===== src/rsbe_pkg.sv =====
// Constants, types and encodings for the rotate / subtract / bank execution unit
//////////////////////////////////////////////////////////////////////////////
//////////////////////////////////////////////////////////////////////////////
package rsbe_pkg;

    localparam logic [7:0] OP_RLC_R   = 8'h10;
    localparam logic [7:0] OP_RLC_IR  = 8'h11;
    localparam logic [7:0] OP_RR_R    = 8'hE0;
    localparam logic [7:0] OP_RR_IR   = 8'hE1;
    localparam logic [7:0] OP_RRC_R   = 8'hC0;
    localparam logic [7:0] OP_RRC_IR  = 8'hC1;
    localparam logic [7:0] OP_SBC_WW  = 8'h32;
    localparam logic [7:0] OP_SBC_WI  = 8'h33;
    localparam logic [7:0] OP_SBC_RR  = 8'h34;
    localparam logic [7:0] OP_SBC_RI  = 8'h35;
    localparam logic [7:0] OP_SBC_IM  = 8'h36;
    localparam logic [7:0] OP_SB_LOW  = 8'h4F;
    localparam logic [7:0] OP_SB_HIGH = 8'h5F;

    localparam logic [2:0] CYC_SHORT  = 3'h4;
    localparam logic [2:0] CYC_LONG   = 3'h6;

    localparam int FLG_C    = 7;
    localparam int FLG_Z    = 6;
    localparam int FLG_S    = 5;
    localparam int FLG_V    = 4;
    localparam int FLG_D    = 3;
    localparam int FLG_H    = 2;
    localparam int FLG_BANK = 0;
    localparam logic [7:0] FLAGS_RST  = 8'h00;

    localparam logic [3:0] WREG_HI    = 4'hC;

    localparam logic [7:0] REG_FLAGS  = 8'h00;
    localparam logic [7:0] REG_STATUS = 8'h01;

    typedef struct packed {
        logic [7:0] opcode;
        logic [7:0] op1;
        logic [7:0] op2;
    } rsbe_instr_t;

    typedef struct packed {
        logic [7:0] addr;
        logic [7:0] wdata;
        logic       we;
        logic       re;
    } rsbe_rf_req_t;

    typedef enum logic [2:0] {ALU_RLC, ALU_RR, ALU_RRC, ALU_SBC, ALU_SBLO, ALU_SBHI} rsbe_alu_t;

    typedef enum logic [2:0] {ST_IDLE, ST_PTR, ST_SRC, ST_DST, ST_WAIT} rsbe_state_t;

endpackage : rsbe_pkg


===== src/rsbe_exec.sv =====
// Execution unit for rotates through carry, plain rotate right, subtract with borrow and bank select
//
// The address map and the strobed register port were chosen for this implementation.
`timescale 1ns/1ns
module rsbe_exec
    import rsbe_pkg::*;
#(
    parameter bit HIGH_BANK_PRESENT = 1'b1
) (
    input  wire logic         clk_in,
    input  wire logic         rst_b_in,
    input  wire logic         start_in,
    input  wire rsbe_instr_t  instr_in,
    input  wire logic [7:0]   rf_rdata_in,
    input  wire logic [7:0]   reg_addr_in,
    input  wire logic [7:0]   reg_wdata_in,
    input  wire logic         reg_wr_in,
    input  wire logic         reg_rd_in,
    output rsbe_rf_req_t      rf_req_out,
    output logic              busy_out,
    output logic              done_out,
    output logic [7:0]        flags_out,
    output logic [7:0]        reg_rdata_out
);

    //////////////////////////////////////////////////////////////////////////
    // Decode of the instruction offered with start
    rsbe_state_t state_r;
    logic        dec_ok;
    rsbe_alu_t   dec_alu;
    logic [2:0]  dec_len;
    logic        dec_ptr;
    logic        dec_ptr_dst;
    logic [7:0]  dec_ptr_addr;
    logic        dec_src_mem;
    logic [7:0]  dec_src_addr;
    logic [7:0]  dec_src_val;
    logic        dec_dst_rd;
    logic [7:0]  dec_dst_addr;
    logic        take;

    always_comb begin
        dec_ok       = 1'b1;
        dec_alu      = ALU_SBC;
        dec_len      = CYC_LONG;
        dec_ptr      = 1'b0;
        dec_ptr_dst  = 1'b0;
        dec_ptr_addr = instr_in.op1;
        dec_src_mem  = 1'b0;
        dec_src_addr = instr_in.op1;
        dec_src_val  = instr_in.op2;
        dec_dst_rd   = 1'b1;
        dec_dst_addr = instr_in.op1;
        unique case (instr_in.opcode)
            OP_RLC_R, OP_RLC_IR, OP_RR_R, OP_RR_IR, OP_RRC_R, OP_RRC_IR: begin
                // Odd opcode of each pair is the indirect form
                dec_len     = CYC_SHORT;
                dec_ptr     = instr_in.opcode[0];
                dec_ptr_dst = 1'b1;
                if (instr_in.opcode[7:1] == OP_RLC_R[7:1]) begin
                    dec_alu = ALU_RLC;
                end else if (instr_in.opcode[7:1] == OP_RR_R[7:1]) begin
                    dec_alu = ALU_RR;
                end else begin
                    dec_alu = ALU_RRC;
                end
            end
            OP_SBC_WW: begin
                dec_len      = CYC_SHORT;
                dec_src_mem  = 1'b1;
                dec_src_addr = {WREG_HI, instr_in.op1[3:0]};
                dec_dst_addr = {WREG_HI, instr_in.op1[7:4]};
            end
            OP_SBC_WI: begin
                dec_ptr      = 1'b1;
                dec_ptr_addr = {WREG_HI, instr_in.op1[3:0]};
                dec_src_mem  = 1'b1;
                dec_dst_addr = {WREG_HI, instr_in.op1[7:4]};
            end
            OP_SBC_RR: begin
                dec_src_mem  = 1'b1;
                dec_dst_addr = instr_in.op2;
            end
            OP_SBC_RI: begin
                dec_ptr      = 1'b1;
                dec_src_mem  = 1'b1;
                dec_dst_addr = instr_in.op2;
            end
            OP_SBC_IM: begin
                dec_src_val = instr_in.op2;
            end
            OP_SB_LOW, OP_SB_HIGH: begin
                dec_alu    = (instr_in.opcode == OP_SB_LOW) ? ALU_SBLO : ALU_SBHI;
                dec_len    = CYC_SHORT;
                dec_dst_rd = 1'b0;
            end
            default: begin
                // Unknown opcodes belong to other units and are not taken
                dec_ok = 1'b0;
            end
        endcase
    end

    assign take = start_in && dec_ok && (state_r == ST_IDLE);

    //////////////////////////////////////////////////////////////////////////
    // Sequencer: register file reads, cycle count and commit
    rsbe_alu_t  alu_r;
    logic [2:0] len_r;
    logic [2:0] cnt_r;
    logic       ph_r;
    logic       ptr_dst_r;
    logic       src_mem_r;
    logic       dst_rd_r;
    logic [7:0] src_addr_r;
    logic [7:0] dst_addr_r;
    logic [7:0] src_val_r;
    logic [7:0] dst_val_r;
    logic       commit;
    logic [7:0] dst_opnd;
    logic [7:0] alu_res;

    // Commit waits for the fixed count even when reads finish early
    assign commit   = (state_r != ST_IDLE) && (cnt_r == len_r);
    assign dst_opnd = (state_r == ST_DST) ? rf_rdata_in : dst_val_r;

    always_ff @(posedge clk_in or negedge rst_b_in) begin
        if (!rst_b_in) begin
            state_r    <= ST_IDLE;
            alu_r      <= ALU_SBC;
            len_r      <= CYC_SHORT;
            cnt_r      <= 3'h0;
            ph_r       <= 1'b0;
            ptr_dst_r  <= 1'b0;
            src_mem_r  <= 1'b0;
            dst_rd_r   <= 1'b0;
            src_addr_r <= 8'h00;
            dst_addr_r <= 8'h00;
            src_val_r  <= 8'h00;
            dst_val_r  <= 8'h00;
            rf_req_out <= '0;
            busy_out   <= 1'b0;
            done_out   <= 1'b0;
        end else begin
            rf_req_out.re <= 1'b0;
            rf_req_out.we <= 1'b0;
            done_out      <= 1'b0;
            if (state_r != ST_IDLE) begin
                cnt_r <= cnt_r + 3'h1;
            end
            if (commit) begin
                // Only the destination is ever written; bank selects write nothing
                rf_req_out.we    <= dst_rd_r;
                rf_req_out.addr  <= dst_addr_r;
                rf_req_out.wdata <= alu_res;
                done_out         <= 1'b1;
                busy_out         <= 1'b0;
                state_r          <= ST_IDLE;
            end else begin
                unique case (state_r)
                    ST_IDLE: begin
                        if (take) begin
                            alu_r      <= dec_alu;
                            len_r      <= dec_len;
                            cnt_r      <= 3'h1;
                            ph_r       <= 1'b0;
                            ptr_dst_r  <= dec_ptr_dst;
                            src_mem_r  <= dec_src_mem;
                            dst_rd_r   <= dec_dst_rd;
                            src_addr_r <= dec_src_addr;
                            dst_addr_r <= dec_dst_addr;
                            src_val_r  <= dec_src_val;
                            busy_out   <= 1'b1;
                            rf_req_out.re <= dec_ptr || dec_src_mem || dec_dst_rd;
                            if (dec_ptr) begin
                                rf_req_out.addr <= dec_ptr_addr;
                                state_r         <= ST_PTR;
                            end else if (dec_src_mem) begin
                                rf_req_out.addr <= dec_src_addr;
                                state_r         <= ST_SRC;
                            end else if (dec_dst_rd) begin
                                rf_req_out.addr <= dec_dst_addr;
                                state_r         <= ST_DST;
                            end else begin
                                state_r <= ST_WAIT;
                            end
                        end
                    end
                    ST_PTR: begin
                        ph_r <= ~ph_r;
                        if (ph_r) begin
                            // Pointer content becomes the operand address
                            rf_req_out.re   <= 1'b1;
                            rf_req_out.addr <= rf_rdata_in;
                            if (ptr_dst_r) begin
                                dst_addr_r <= rf_rdata_in;
                                state_r    <= ST_DST;
                            end else begin
                                src_addr_r <= rf_rdata_in;
                                state_r    <= ST_SRC;
                            end
                        end
                    end
                    ST_SRC: begin
                        ph_r <= ~ph_r;
                        if (ph_r) begin
                            src_val_r       <= rf_rdata_in;
                            rf_req_out.re   <= 1'b1;
                            rf_req_out.addr <= dst_addr_r;
                            state_r         <= ST_DST;
                        end
                    end
                    ST_DST: begin
                        ph_r <= ~ph_r;
                        if (ph_r) begin
                            dst_val_r <= rf_rdata_in;
                            state_r   <= ST_WAIT;
                        end
                    end
                    ST_WAIT: begin
                        state_r <= ST_WAIT;
                    end
                endcase
            end
        end
    end

    //////////////////////////////////////////////////////////////////////////
    // Arithmetic and flag computation
    logic [7:0] flags_nxt;
    logic [8:0] sum9;
    logic [4:0] sum5;
    logic       cin;

    assign cin = flags_out[FLG_C];

    always_comb begin
        // Subtraction as add of the inverted source plus inverted borrow
        sum9      = {1'b0, dst_opnd} + {1'b0, ~src_val_r} + {8'h00, ~cin};
        sum5      = {1'b0, dst_opnd[3:0]} + {1'b0, ~src_val_r[3:0]} + {4'h0, ~cin};
        alu_res   = dst_opnd;
        flags_nxt = flags_out;
        unique case (alu_r)
            ALU_RLC: begin
                alu_res          = {dst_opnd[6:0], cin};
                flags_nxt[FLG_C] = dst_opnd[7];
            end
            ALU_RR: begin
                alu_res          = {dst_opnd[0], dst_opnd[7:1]};
                flags_nxt[FLG_C] = dst_opnd[0];
            end
            ALU_RRC: begin
                alu_res          = {cin, dst_opnd[7:1]};
                flags_nxt[FLG_C] = dst_opnd[0];
            end
            ALU_SBC: begin
                alu_res          = sum9[7:0];
                flags_nxt[FLG_C] = ~sum9[8];
                flags_nxt[FLG_V] = (dst_opnd[7] != src_val_r[7]) && (sum9[7] == src_val_r[7]);
                flags_nxt[FLG_D] = 1'b1;
                flags_nxt[FLG_H] = ~sum5[4];
            end
            ALU_SBLO: begin
                flags_nxt[FLG_BANK] = 1'b0;
            end
            ALU_SBHI: begin
                // No bank-1 storage lives here, so absence changes nothing
                flags_nxt[FLG_BANK] = 1'b1;
            end
        endcase
        if (alu_r != ALU_SBLO && alu_r != ALU_SBHI) begin
            flags_nxt[FLG_Z] = (alu_res == 8'h00);
            flags_nxt[FLG_S] = alu_res[7];
        end
        if (alu_r == ALU_RLC || alu_r == ALU_RR || alu_r == ALU_RRC) begin
            flags_nxt[FLG_V] = dst_opnd[7] ^ alu_res[7];
        end
    end

    //////////////////////////////////////////////////////////////////////////
    // Flags register; commit beats a software write in the same cycle
    always_ff @(posedge clk_in or negedge rst_b_in) begin
        if (!rst_b_in) begin
            flags_out <= FLAGS_RST;
        end else if (commit) begin
            flags_out <= flags_nxt;
        end else if (reg_wr_in && reg_addr_in == REG_FLAGS) begin
            flags_out <= reg_wdata_in;
        end
    end

    //////////////////////////////////////////////////////////////////////////
    // Register read port
    always_ff @(posedge clk_in or negedge rst_b_in) begin
        if (!rst_b_in) begin
            reg_rdata_out <= 8'h00;
        end else if (reg_rd_in && reg_addr_in == REG_FLAGS) begin
            reg_rdata_out <= flags_out;
        end else if (reg_rd_in && reg_addr_in == REG_STATUS) begin
            reg_rdata_out <= {busy_out, 4'h0, state_r};
        end else begin
            reg_rdata_out <= 8'h00;
        end
    end

    //////////////////////////////////////////////////////////////////////////
    // Checks
    logic [7:0] opnd_q;
    logic [7:0] src_q;
    logic [7:0] flags_q;
    logic [7:0] waddr_q;

    always_ff @(posedge clk_in or negedge rst_b_in) begin
        if (!rst_b_in) begin
            opnd_q  <= 8'h00;
            src_q   <= 8'h00;
            flags_q <= 8'h00;
            waddr_q <= 8'h00;
        end else begin
            opnd_q  <= dst_opnd;
            src_q   <= src_val_r;
            flags_q <= flags_out;
            waddr_q <= dst_addr_r;
        end
    end
endmodule : rsbe_exec


===== config.mk =====
export PLATFORM = sky130hd
export DESIGN_NAME = rsbe_exec
export DESIGN_NICKNAME = d
export VERILOG_FILES = /design/src/rsbe_pkg.sv /design/src/rsbe_exec.sv
export SDC_FILE = /design/constraint.sdc
export NUM_CORES = 1
export LEC_CHECK = 0
export BUFFER_PORTS_ARGS = -buffer_cell sky130_fd_sc_hd__buf_4
export CAP_MARGIN = 20
export CORE_ASPECT_RATIO = 0.7
export CORE_MARGIN = 2
export CORE_UTILIZATION = 50
export CTS_CLUSTER_DIAMETER = 60
export DETAILED_ROUTE_END_ITERATION = 10
export MAX_ROUTING_LAYER = met4
export PLACE_DENSITY_LB_ADDON = 0.15
export SLEW_MARGIN = 25
export SYNTH_ARGS = -nofsm -noshare
export SYNTH_HDL_FRONTEND = slang
export SYNTH_SLANG_ARGS = --single-unit

===== constraint.sdc =====
create_clock -name clk_in -period 6.95 [get_ports clk_in]
set_clock_uncertainty 0.15 [all_clocks]
set_input_delay 0.695 -clock clk_in [delete_from_list [all_inputs] [get_ports clk_in]]
set_output_delay 0.695 -clock clk_in [all_outputs]
set_load 0.05 [all_outputs]

==> results.ini, run 1 <==
[floorplanning]
die_w_um=124
fp.dieH_um=88.1
num_rows=30
io_pins=89
core_um2=9760
die-area_um2=10900
start_util_pct=51.7

[critical_path]
cp.arrival_ns=4.11
cpMaxStageDelayCell=dfrtp_1
required_ns=7.03
crit_type=flop to flop
crit_fanout=24
end_kind=flop
slowest_delay_ns=0.90
path_cells=nand3b_4 > mux2i_2 > inv_1 > ha_1 > o21a_1 > o31a_1 > o41a_1 > mux2i_1 > o221ai_1 > xor2_1 > o221a_2
worst_setup_path_start_kind=flop
critPathTopFamily=compound AO/OA/AOI/OAI gates
critPathBufInv=1

[route]
vias=4793
drtAntennaViolNets=0
routed_wl_mm=14.0
drt-vias-per-instance=6.16
wl_per_cell_um=18.0
drc=0
dr.pass1.iters=5
drt_iter0_drc=515

[clock_network]
cts_hold_buf=0
cts.sinks=73
cts_resized=0
clock_latency_ns=0.34
cts-buffers-inserted=9
cts_setup_buffers=0
cts-root-buf=clkbuf_16
clk_pin_slew_ns=0.06
cts.htree.levels=3
cts_tree=built
clock_path_buffers=2

[global_route]
grt_pass1_wl_mm=22.1
grt_use_met1_pct=39.9
grt.total_usage_pct=27.0
top_usage_layer=met1
grt-ovfl-total=0
grt.met3_usage_pct=6.25
grt_max_degree=74
antenna_found_initial=0
grt_pass1_vias=4260
met2_usage_pct=36.6

[min_path]
hp-class=input port to asynchronous set/reset pin

[pwr]
power.share.sequential_pct=25.8
switching_share_pct=47.3
clkPwrFrac_pct=16.2
p_switching_w=0.00146
ir_drop_mv=0.197
pwr-share-comb_pct=58.0
internal-power_w=0.00163
power.density_nw_per_um2=512
power_leakage_nw=2.75

[yosys]
syn-cell-area_um2=5050
syn_avg_cell_area_um2=8.60
synth_seq_area_share_pct=36.2
synth_edf_count=0
synth.net_count=650
synth_cell_types=67
synthFlopType=dfrtp_1
synth_seq_cells=73
synthesis.instances=587
yosysWarnings=0
async_flop_share_pct=100

[placement]
hpwl_mm=10.3
dp_cells=762
io_buffer_count=88
gp_congestion=0.913

[timing]
slew-limit-headroom_pct=42.6
period_needed_ns=4.03
setup_violations=0
fmax_mhz=248
slew_viol_final=0
grt_setup_unrepaired=no
setup-tns-final_ns=0
finalHoldViolCount=0
period_share_pct=58.0
tightest_slew_ns=0.861

[run]
cap_viol_max_count=0

[outcome]
status=finished, final reports clean

[final_layout]
instances_no_fill=778
layout-drive-gt1-share_pct=23.5
syn_to_final_growth_pct=19.4
antenna_cells=0
final_nets=708

==> metrics by stage <==
| step | setup WS, ns | power [W] | util [%] | instance area, µm² | hold slack, ns |
|---|---|---|---|---|---|
| final | 2.92 | 0.00309 | 61.8 | 6030 | 0.227 |
| after global routing | 2.69 | 0.00330 | 61.8 | 6030 | 0.290 |
| after CTS | 2.99 | 0.00308 | 61.7 | 6030 | 0.329 |
| after detailed placement | 3.02 | 0.00256 | 58.5 | 5710 | 0.314 |
| after global placement | 3.15 | 0.00252 | 58.4 | 5700 | 0.311 |
| after floorplan | 3.89 | 0.00213 | - | 5050 | 0.249 |
==> cell type report <==
type	count	area [µm²]
inverters	19	71.3
fillers	874	3730
flip-flops and latches	73	1830
clock inverters	7	95.1
repair buffers	90	679
well taps	128	160
clock buffers	9	225
multi-input cells	452	2970
==> cell usage in the layout (no fill, tap or decap), drive strengths merged, types with 10 or more instances in the layout <==
cell    Yosys  routed
and2       11      11
nand3      20      20
nor3       10      10
o21ai      56      56
nand2      82      82
inv        19      19
nor2       40      40
dfrtp      71      71
nand2b     11      11
buf        17      90
mux2       28      28
a22oi      14      14
mux2i      27      27
a21oi      33      33
==> cell usage after synthesis, types with 3 or more instances <==
cell type	number	area share [%]
or2_2	3	0.37
o311a_1	4	0.79
mux2_2	27	6.0
clkbuf_1	26	1.9
a21o_1	4	0.59
nand3_1	19	1.9
nand4_1	3	0.37
o22ai_1	9	1.1
mux2i_1	25	5.0
nand2_1	82	6.1
a22oi_1	14	2.1
o21a_1	5	0.74
a31oi_1	5	0.62
buf_2	8	0.79
a211oi_1	9	1.3
nor2_1	40	3.0
a221oi_1	3	0.52
ha_1	8	2.0
dfrtp_1	71	35
and2_1	9	1.1
a21oi_1	33	3.3
buf_4	5	0.74
o21ai_0	55	5.5
xor2_1	5	0.87
and3_1	5	0.62
a32o_1	6	1.2
o31ai_1	7	1.0
nand2b_1	10	1.2
buf_1	4	0.30
nor2b_1	8	0.99
inv_1	19	1.4
nor3_1	10	0.99
==> kinds of logic (layout without fill, tap and decap cells) <==
family,after synthesis,count (layout),share of synthesized area [%]
compound gates,173,173,22.5
mux,55,55,11.8
simple gates,207,207,20.3
fa+ha+maj,10,10,2.78
flops,73,73,36.2
xor+xnor,7,7,1.21
buf+inv,62,125,5.18
==> final timing paths <==
path	depth (start not counted)	startpoint	end	slack, ns
hold reg to reg	1	rf_req_out[4]	rf_req_out[4]	0.33
setup reg to reg	11	state_r[2]	flags_out[4]	2.92
setup / recovery	11	state_r[2]	flags_out[4]	2.92
hold / removal	1	rst_b_in	dst_addr_r[5]	0.23
max in group asynchronous	1	rst_b_in	dst_val_r[5]	5.96
min in group clk_in	1	rf_req_out[4]	rf_req_out[4]	0.33
==> flip-flops by register name, indices dropped and copies added (netlist names) <==
register	count
ph_r	1
dst_val_r	8
alu_r	3
rf_req_out	18
busy_out	1
cnt_r	3
dst_addr_r	8
done_out	1
dst_rd_r	1
src_val_r	8
reg_rdata_out	8
state_r	3
ptr_dst_r	1
flags_out	8
len_r	1
==> power by group through the flow <==
stage	Clock (W)	Sequential, W	Combinational [W]
2_1_floorplan	0	0.000937	0.00119
3_3_place_gp	0	0.000795	0.00172
3_5_place_dp	0	0.000800	0.00176
4_1_cts	0.000510	0.000794	0.00177
5_1_grt	0.000525	0.000824	0.00195
6_report	0.000501	0.000798	0.00179
==> layer usage <==
layer	vias up	routed length, µm
li1	2244	-
met1	2281	6560
met2	249	5780
met3	19	1460
met4	0	172
met5	-	0
Note: power is estimated with default switching activity, not from simulation.
==> run 2: changes to the inputs <==
==> constraint.sdc (replaced) <==
create_clock -name clk_in -period 3.8 [get_ports clk_in]
set_clock_uncertainty 0.15 [all_clocks]
set_input_delay 0.38 -clock clk_in [delete_from_list [all_inputs] [get_ports clk_in]]
set_output_delay 0.38 -clock clk_in [all_outputs]
set_load 0.05 [all_outputs]
==> results.ini, run 2 (synthesized netlist as in run 1, its figures left out) <==
[outcome]
status=finished, final reports clean

[clock_network]
cts.htree.levels=3
cts_setup_buffers=0
clock_path_buffers=2
clock_latency_ns=0.34
clk_pin_slew_ns=0.06
cts-root-buf=clkbuf_16
cts.sinks=73
cts_resized=0
cts-buffers-inserted=9
cts_tree=built

[timing]
whs_ns=0.0888
grt_setup_unrepaired=no
period_share_pct=86.1
setup-tns-final_ns=0
slew_viol_final=0
finalHoldViolCount=0
slew-limit-headroom_pct=53.4
tightest_slew_ns=0.700
setup_violations=0
period_needed_ns=3.27
fmax_mhz=306

[final_layout]
fillers=828
regMostFlops=rf_req_out
final_nets=716
final_common_cell=buf_4
syn_to_final_growth_pct=19.7
largest_reg_flops=18
layout-drive-gt1-share_pct=24.3
layout_common_cells=buf_4, nand2_1, dfrtp_1, o21ai_0, nor2_1

[critical_path]
reg2reg_from=state_r[2]
path_cells=nand3b_4 > mux2i_2 > fa_1 > inv_1 > fa_1 > nand3_1 > nand2_1 > xor2_1 > a221oi_1 > and3_1 > nand4_1 > o31ai_1
crit_start=state_r[2]
cp.arrival_ns=3.37
crit_fanout=7
slowest_delay_ns=0.41
required_ns=3.90
crit_top_cell=fa_1
crit_type=flop to flop
cpMaxStageDelayCell=fa_1
worst_setup_path_start_kind=flop
end_kind=flop

[global_route]
grt_pass1_wl_mm=23.1
grt_pass1_vias=4343
grt_max_degree=74
grt.total_usage_pct=28.8
grt-ovfl-total=0
antenna_found_initial=2

[placement]
gp_congestion=0.886
io_buffer_count=88
hpwl_mm=10.9

[route]
wl_per_cell_um=19.0
dr.pass1.iters=5
drtAntennaViolNets=0
drc=0
drt_iter0_drc=374
drt-vias-per-instance=6.11
routed_wl_mm=15.0
vias=4809

[floorplanning]
fp.dieH_um=88.1
start_util_pct=51.7
num_rows=30
core_um2=9760
io_pins=89
die-area_um2=10900
die_w_um=124

[pwr]
ir_drop_mv=0.593
power_leakage_nw=2.77
power.density_nw_per_um2=926

[min_path]
min-delay-start=reg_wdata_in[1]
hp-class=input port to flop

[run]
cap_viol_max_count=0

## run 2: changes by cell type in the layout (fill, tap and decap cells not counted), sizes merged
cell,before,now
buf,90,97
bufinv,2,0
clkinv,4,5
clkinvlp,1,2
diode,0,1
dlygate4sd3,0,1
## run 2: per-layer routing
metal,track usage (%),wire length (µm),vias to the layer above
met1,42.4,7110,2312
met3,7.36,1520,15
met2,38.8,6220,228
met4,7.05,116,0
met5,-,0,-
li1,-,-,2254
## run 2: path summary, 6_finish.rpt
kind	endpoint	slack [ns]	depth (start not counted)
max	flags_out[6]	0.53	12
min	flags_out[1]	0.09	3
max reg2reg	flags_out[6]	0.53	12
min reg2reg	rf_req_out[9]	0.33	2
max in group asynchronous	state_r[0]	2.53	2
min in group asynchronous	dst_addr_r[3]	0.50	2
## run 2: per-stage QoR
step	utilization (%)	instances	worst slack [ns]	total power [W]	instance area, µm²
finish	61.9	787	0.528	0.00560	6040
detailed placement	58.9	769	0.553	0.00477	5750
global route	61.9	787	0.302	0.00598	6040
CTS	61.7	785	0.537	0.00558	6020
global placement	58.9	769	0.608	0.00471	5750
floorplan	-	587	0.739	0.00389	5050
## run 2: final cells by class
type,instances,area (µm²),area share [%]
inverters,19,71.3,1.18
well taps,128,160,2.65
flip-flops and latches,73,1830,30.3
clock inverters,7,47.5,0.787
multi-input cells,452,2960,49.0
clock buffers,9,225,3.73
repair buffers,98,742,12.3
diodes,1,2.50,0.0414
## run 2: repair_timing
action	CTS	global route
hold buffers	0	1
setup endpoints to repair	0	0
hold endpoints to repair	0	71
## run 2: power by group
part	switching, W	total (W)	internal [W]
clock	0.000351	0.000792	0.000440
sequential	0.000317	0.00142	0.00111
combinational	0.00204	0.00338	0.00134
## run 2: worst max-delay path, delay by kind of cell (launching register included)
family / cells / cell delay (ns)
simple gates: 5 / 0.79
fa+ha+maj: 2 / 0.70
compound gates: 2 / 0.55
flops: 1 / 0.38
mux: 1 / 0.37
xor+xnor: 1 / 0.17
buf+inv: 1 / 0.07
==> run 3: changes to the inputs <==
--- a/config.mk
+++ b/config.mk
@@ -7,9 +7,11 @@
 export LEC_CHECK = 0
 export BUFFER_PORTS_ARGS = -buffer_cell sky130_fd_sc_hd__buf_4
 export CAP_MARGIN = 20
+export CELL_PAD_IN_SITES_DETAIL_PLACEMENT = 1
+export CELL_PAD_IN_SITES_GLOBAL_PLACEMENT = 2
 export CORE_ASPECT_RATIO = 0.7
 export CORE_MARGIN = 2
-export CORE_UTILIZATION = 50
+export CORE_UTILIZATION = 34
 export CTS_CLUSTER_DIAMETER = 60
 export DETAILED_ROUTE_END_ITERATION = 10
 export MAX_ROUTING_LAYER = met4
==> results.ini, run 3 (synthesized netlist as in run 1, its figures left out) <==
[final_layout]
final_common_cell=buf_4
layout_common_cells=buf_4, nand2_1, dfrtp_1, o21ai_0, nor2_1
largest_reg_flops=18
layout-drive-gt1-share_pct=25.0
regMostFlops=rf_req_out
antenna_cells=0
instances_no_fill=859
final_nets=723
syn_to_final_growth_pct=22.8
fin_util_pct=42.5
fillers=1736

[clock_network]
cts-root-buf=clkbuf_16
cts-buffers-inserted=9
cts_setup_buffers=0
cts_resized=0
clock_path_buffers=2
cts.sinks=73
clock_latency_ns=0.35
cts.htree.levels=3
clk_pin_slew_ns=0.06
cts_tree=built

[global_route]
grt.total_usage_pct=23.7
antenna_found_initial=0
grt_max_degree=74
grt-ovfl-total=0
grt_pass1_vias=4888
grt_pass1_wl_mm=27.7

[critical_path]
worst_setup_path_start_kind=flop
end_kind=flop
r2r_slack_ns=0.48
rr_endpoint=flags_out[4]
cp.arrival_ns=3.41
reg2reg_from=state_r[1]
slowest_delay_ns=0.52
crit_fanout=9
cpMaxStageDelayCell=dfrtp_1
path_cells=and3b_1 > mux2_2 > ha_1 > nor2b_1 > o31a_1 > o41a_1 > mux2i_1 > o221ai_1 > xor2_1 > o221a_2
rr_worst_depth=10
required_ns=3.89
crit_type=flop to flop

[pwr]
power.density_nw_per_um2=935
ir_drop_mv=0.347
power_w=0.00580
power_leakage_nw=2.81

[route]
routed_wl_mm=17.6
vias=4836
drt_iter0_drc=277
drt-vias-per-instance=5.63
wl_per_cell_um=20.4
dr.pass1.iters=4
drtAntennaViolNets=0
drc=0

[placement]
gp_congestion=0.889
dp_cells=843
io_buffer_count=88
hpwl_mm=13.2
pre_cts_ws_ns=0.489

[timing]
finalHoldViolCount=0
slew-limit-headroom_pct=50.5
slew_viol_final=0
fmax_mhz=301
worst_slack_ns=0.480
setup_violations=0
tightest_slew_ns=0.743
setup-tns-final_ns=0
period_needed_ns=3.32
grt_setup_unrepaired=no
period_share_pct=87.4

[floorplanning]
core_um2=14600
die_w_um=150
fp.dieH_um=106
die-area_um2=15900
num_rows=37
io_pins=89
start_util_pct=34.6

[run]
cap_viol_max_count=0

[min_path]
min_delay_worst_endpoint=flags_out[1]
whs_path_depth=3
hp-class=input port to flop
min-delay-start=reg_wdata_in[1]

[outcome]
status=finished, final reports clean

## run 3: timing repair
action                                 CTS  global route
setup endpoints to repair                0             0
hold buffers                             0             1
endpoints found under the hold margin    0            71
## run 3: layout make-up
cell class	instances	area (µm²)	share of cell area, %
multi-input combinational	452	2960	47.8
sequential	73	1830	29.5
timing repair buffer	105	795	12.8
tap	195	244	3.94
clock buffer	10	239	3.86
inverter	19	71.3	1.15
clock inverter	5	56.3	0.909
## run 3: power by group
part / switching, W / leakage (nW) / internal [W]
combinational: 0.00209 / 1.77 / 0.00138
sequential: 0.000340 / 0.901 / 0.00111
clock: 0.000358 / 0.144 / 0.000522
## run 3: metrics by stage
step           hold WS, ns  area (µm²)
6_report            0.0681        6200
4_1_cts             0.0568        6180
5_1_grt             0.0940        6200
3_3_place_gp         0.311        5890
2_1_floorplan      -0.0656        5050
3_5_place_dp         0.322        5890
## run 3: critical path: cells and delay by family, from the launching register on
| kind | cells | cell delay (ns) |
|---|---|---|
| compound gates | 4 | 1.11 |
| mux | 2 | 0.57 |
| flops | 1 | 0.52 |
| simple gates | 2 | 0.38 |
| fa+ha+maj | 1 | 0.28 |
| xor+xnor | 1 | 0.19 |
## run 3: layer usage
metal / wire length, µm / GRT usage [%]
met5: 0 / -
met4: 171 / 6.19
met3: 1320 / 4.55
met2: 7310 / 32.1
met1: 8760 / 35.8
## run 3: worst max-delay path by stage
stage / from / end / slack, ns
2_1_floorplan: state_r[2] / flags_out[4] / 0.74
3_3_place_gp: state_r[1] / flags_out[4] / 0.60
3_5_place_dp: state_r[1] / flags_out[4] / 0.49
4_1_cts: state_r[1] / flags_out[4] / 0.48
5_1_grt: state_r[1] / flags_out[6] / 0.31
6_report: state_r[1] / flags_out[4] / 0.48
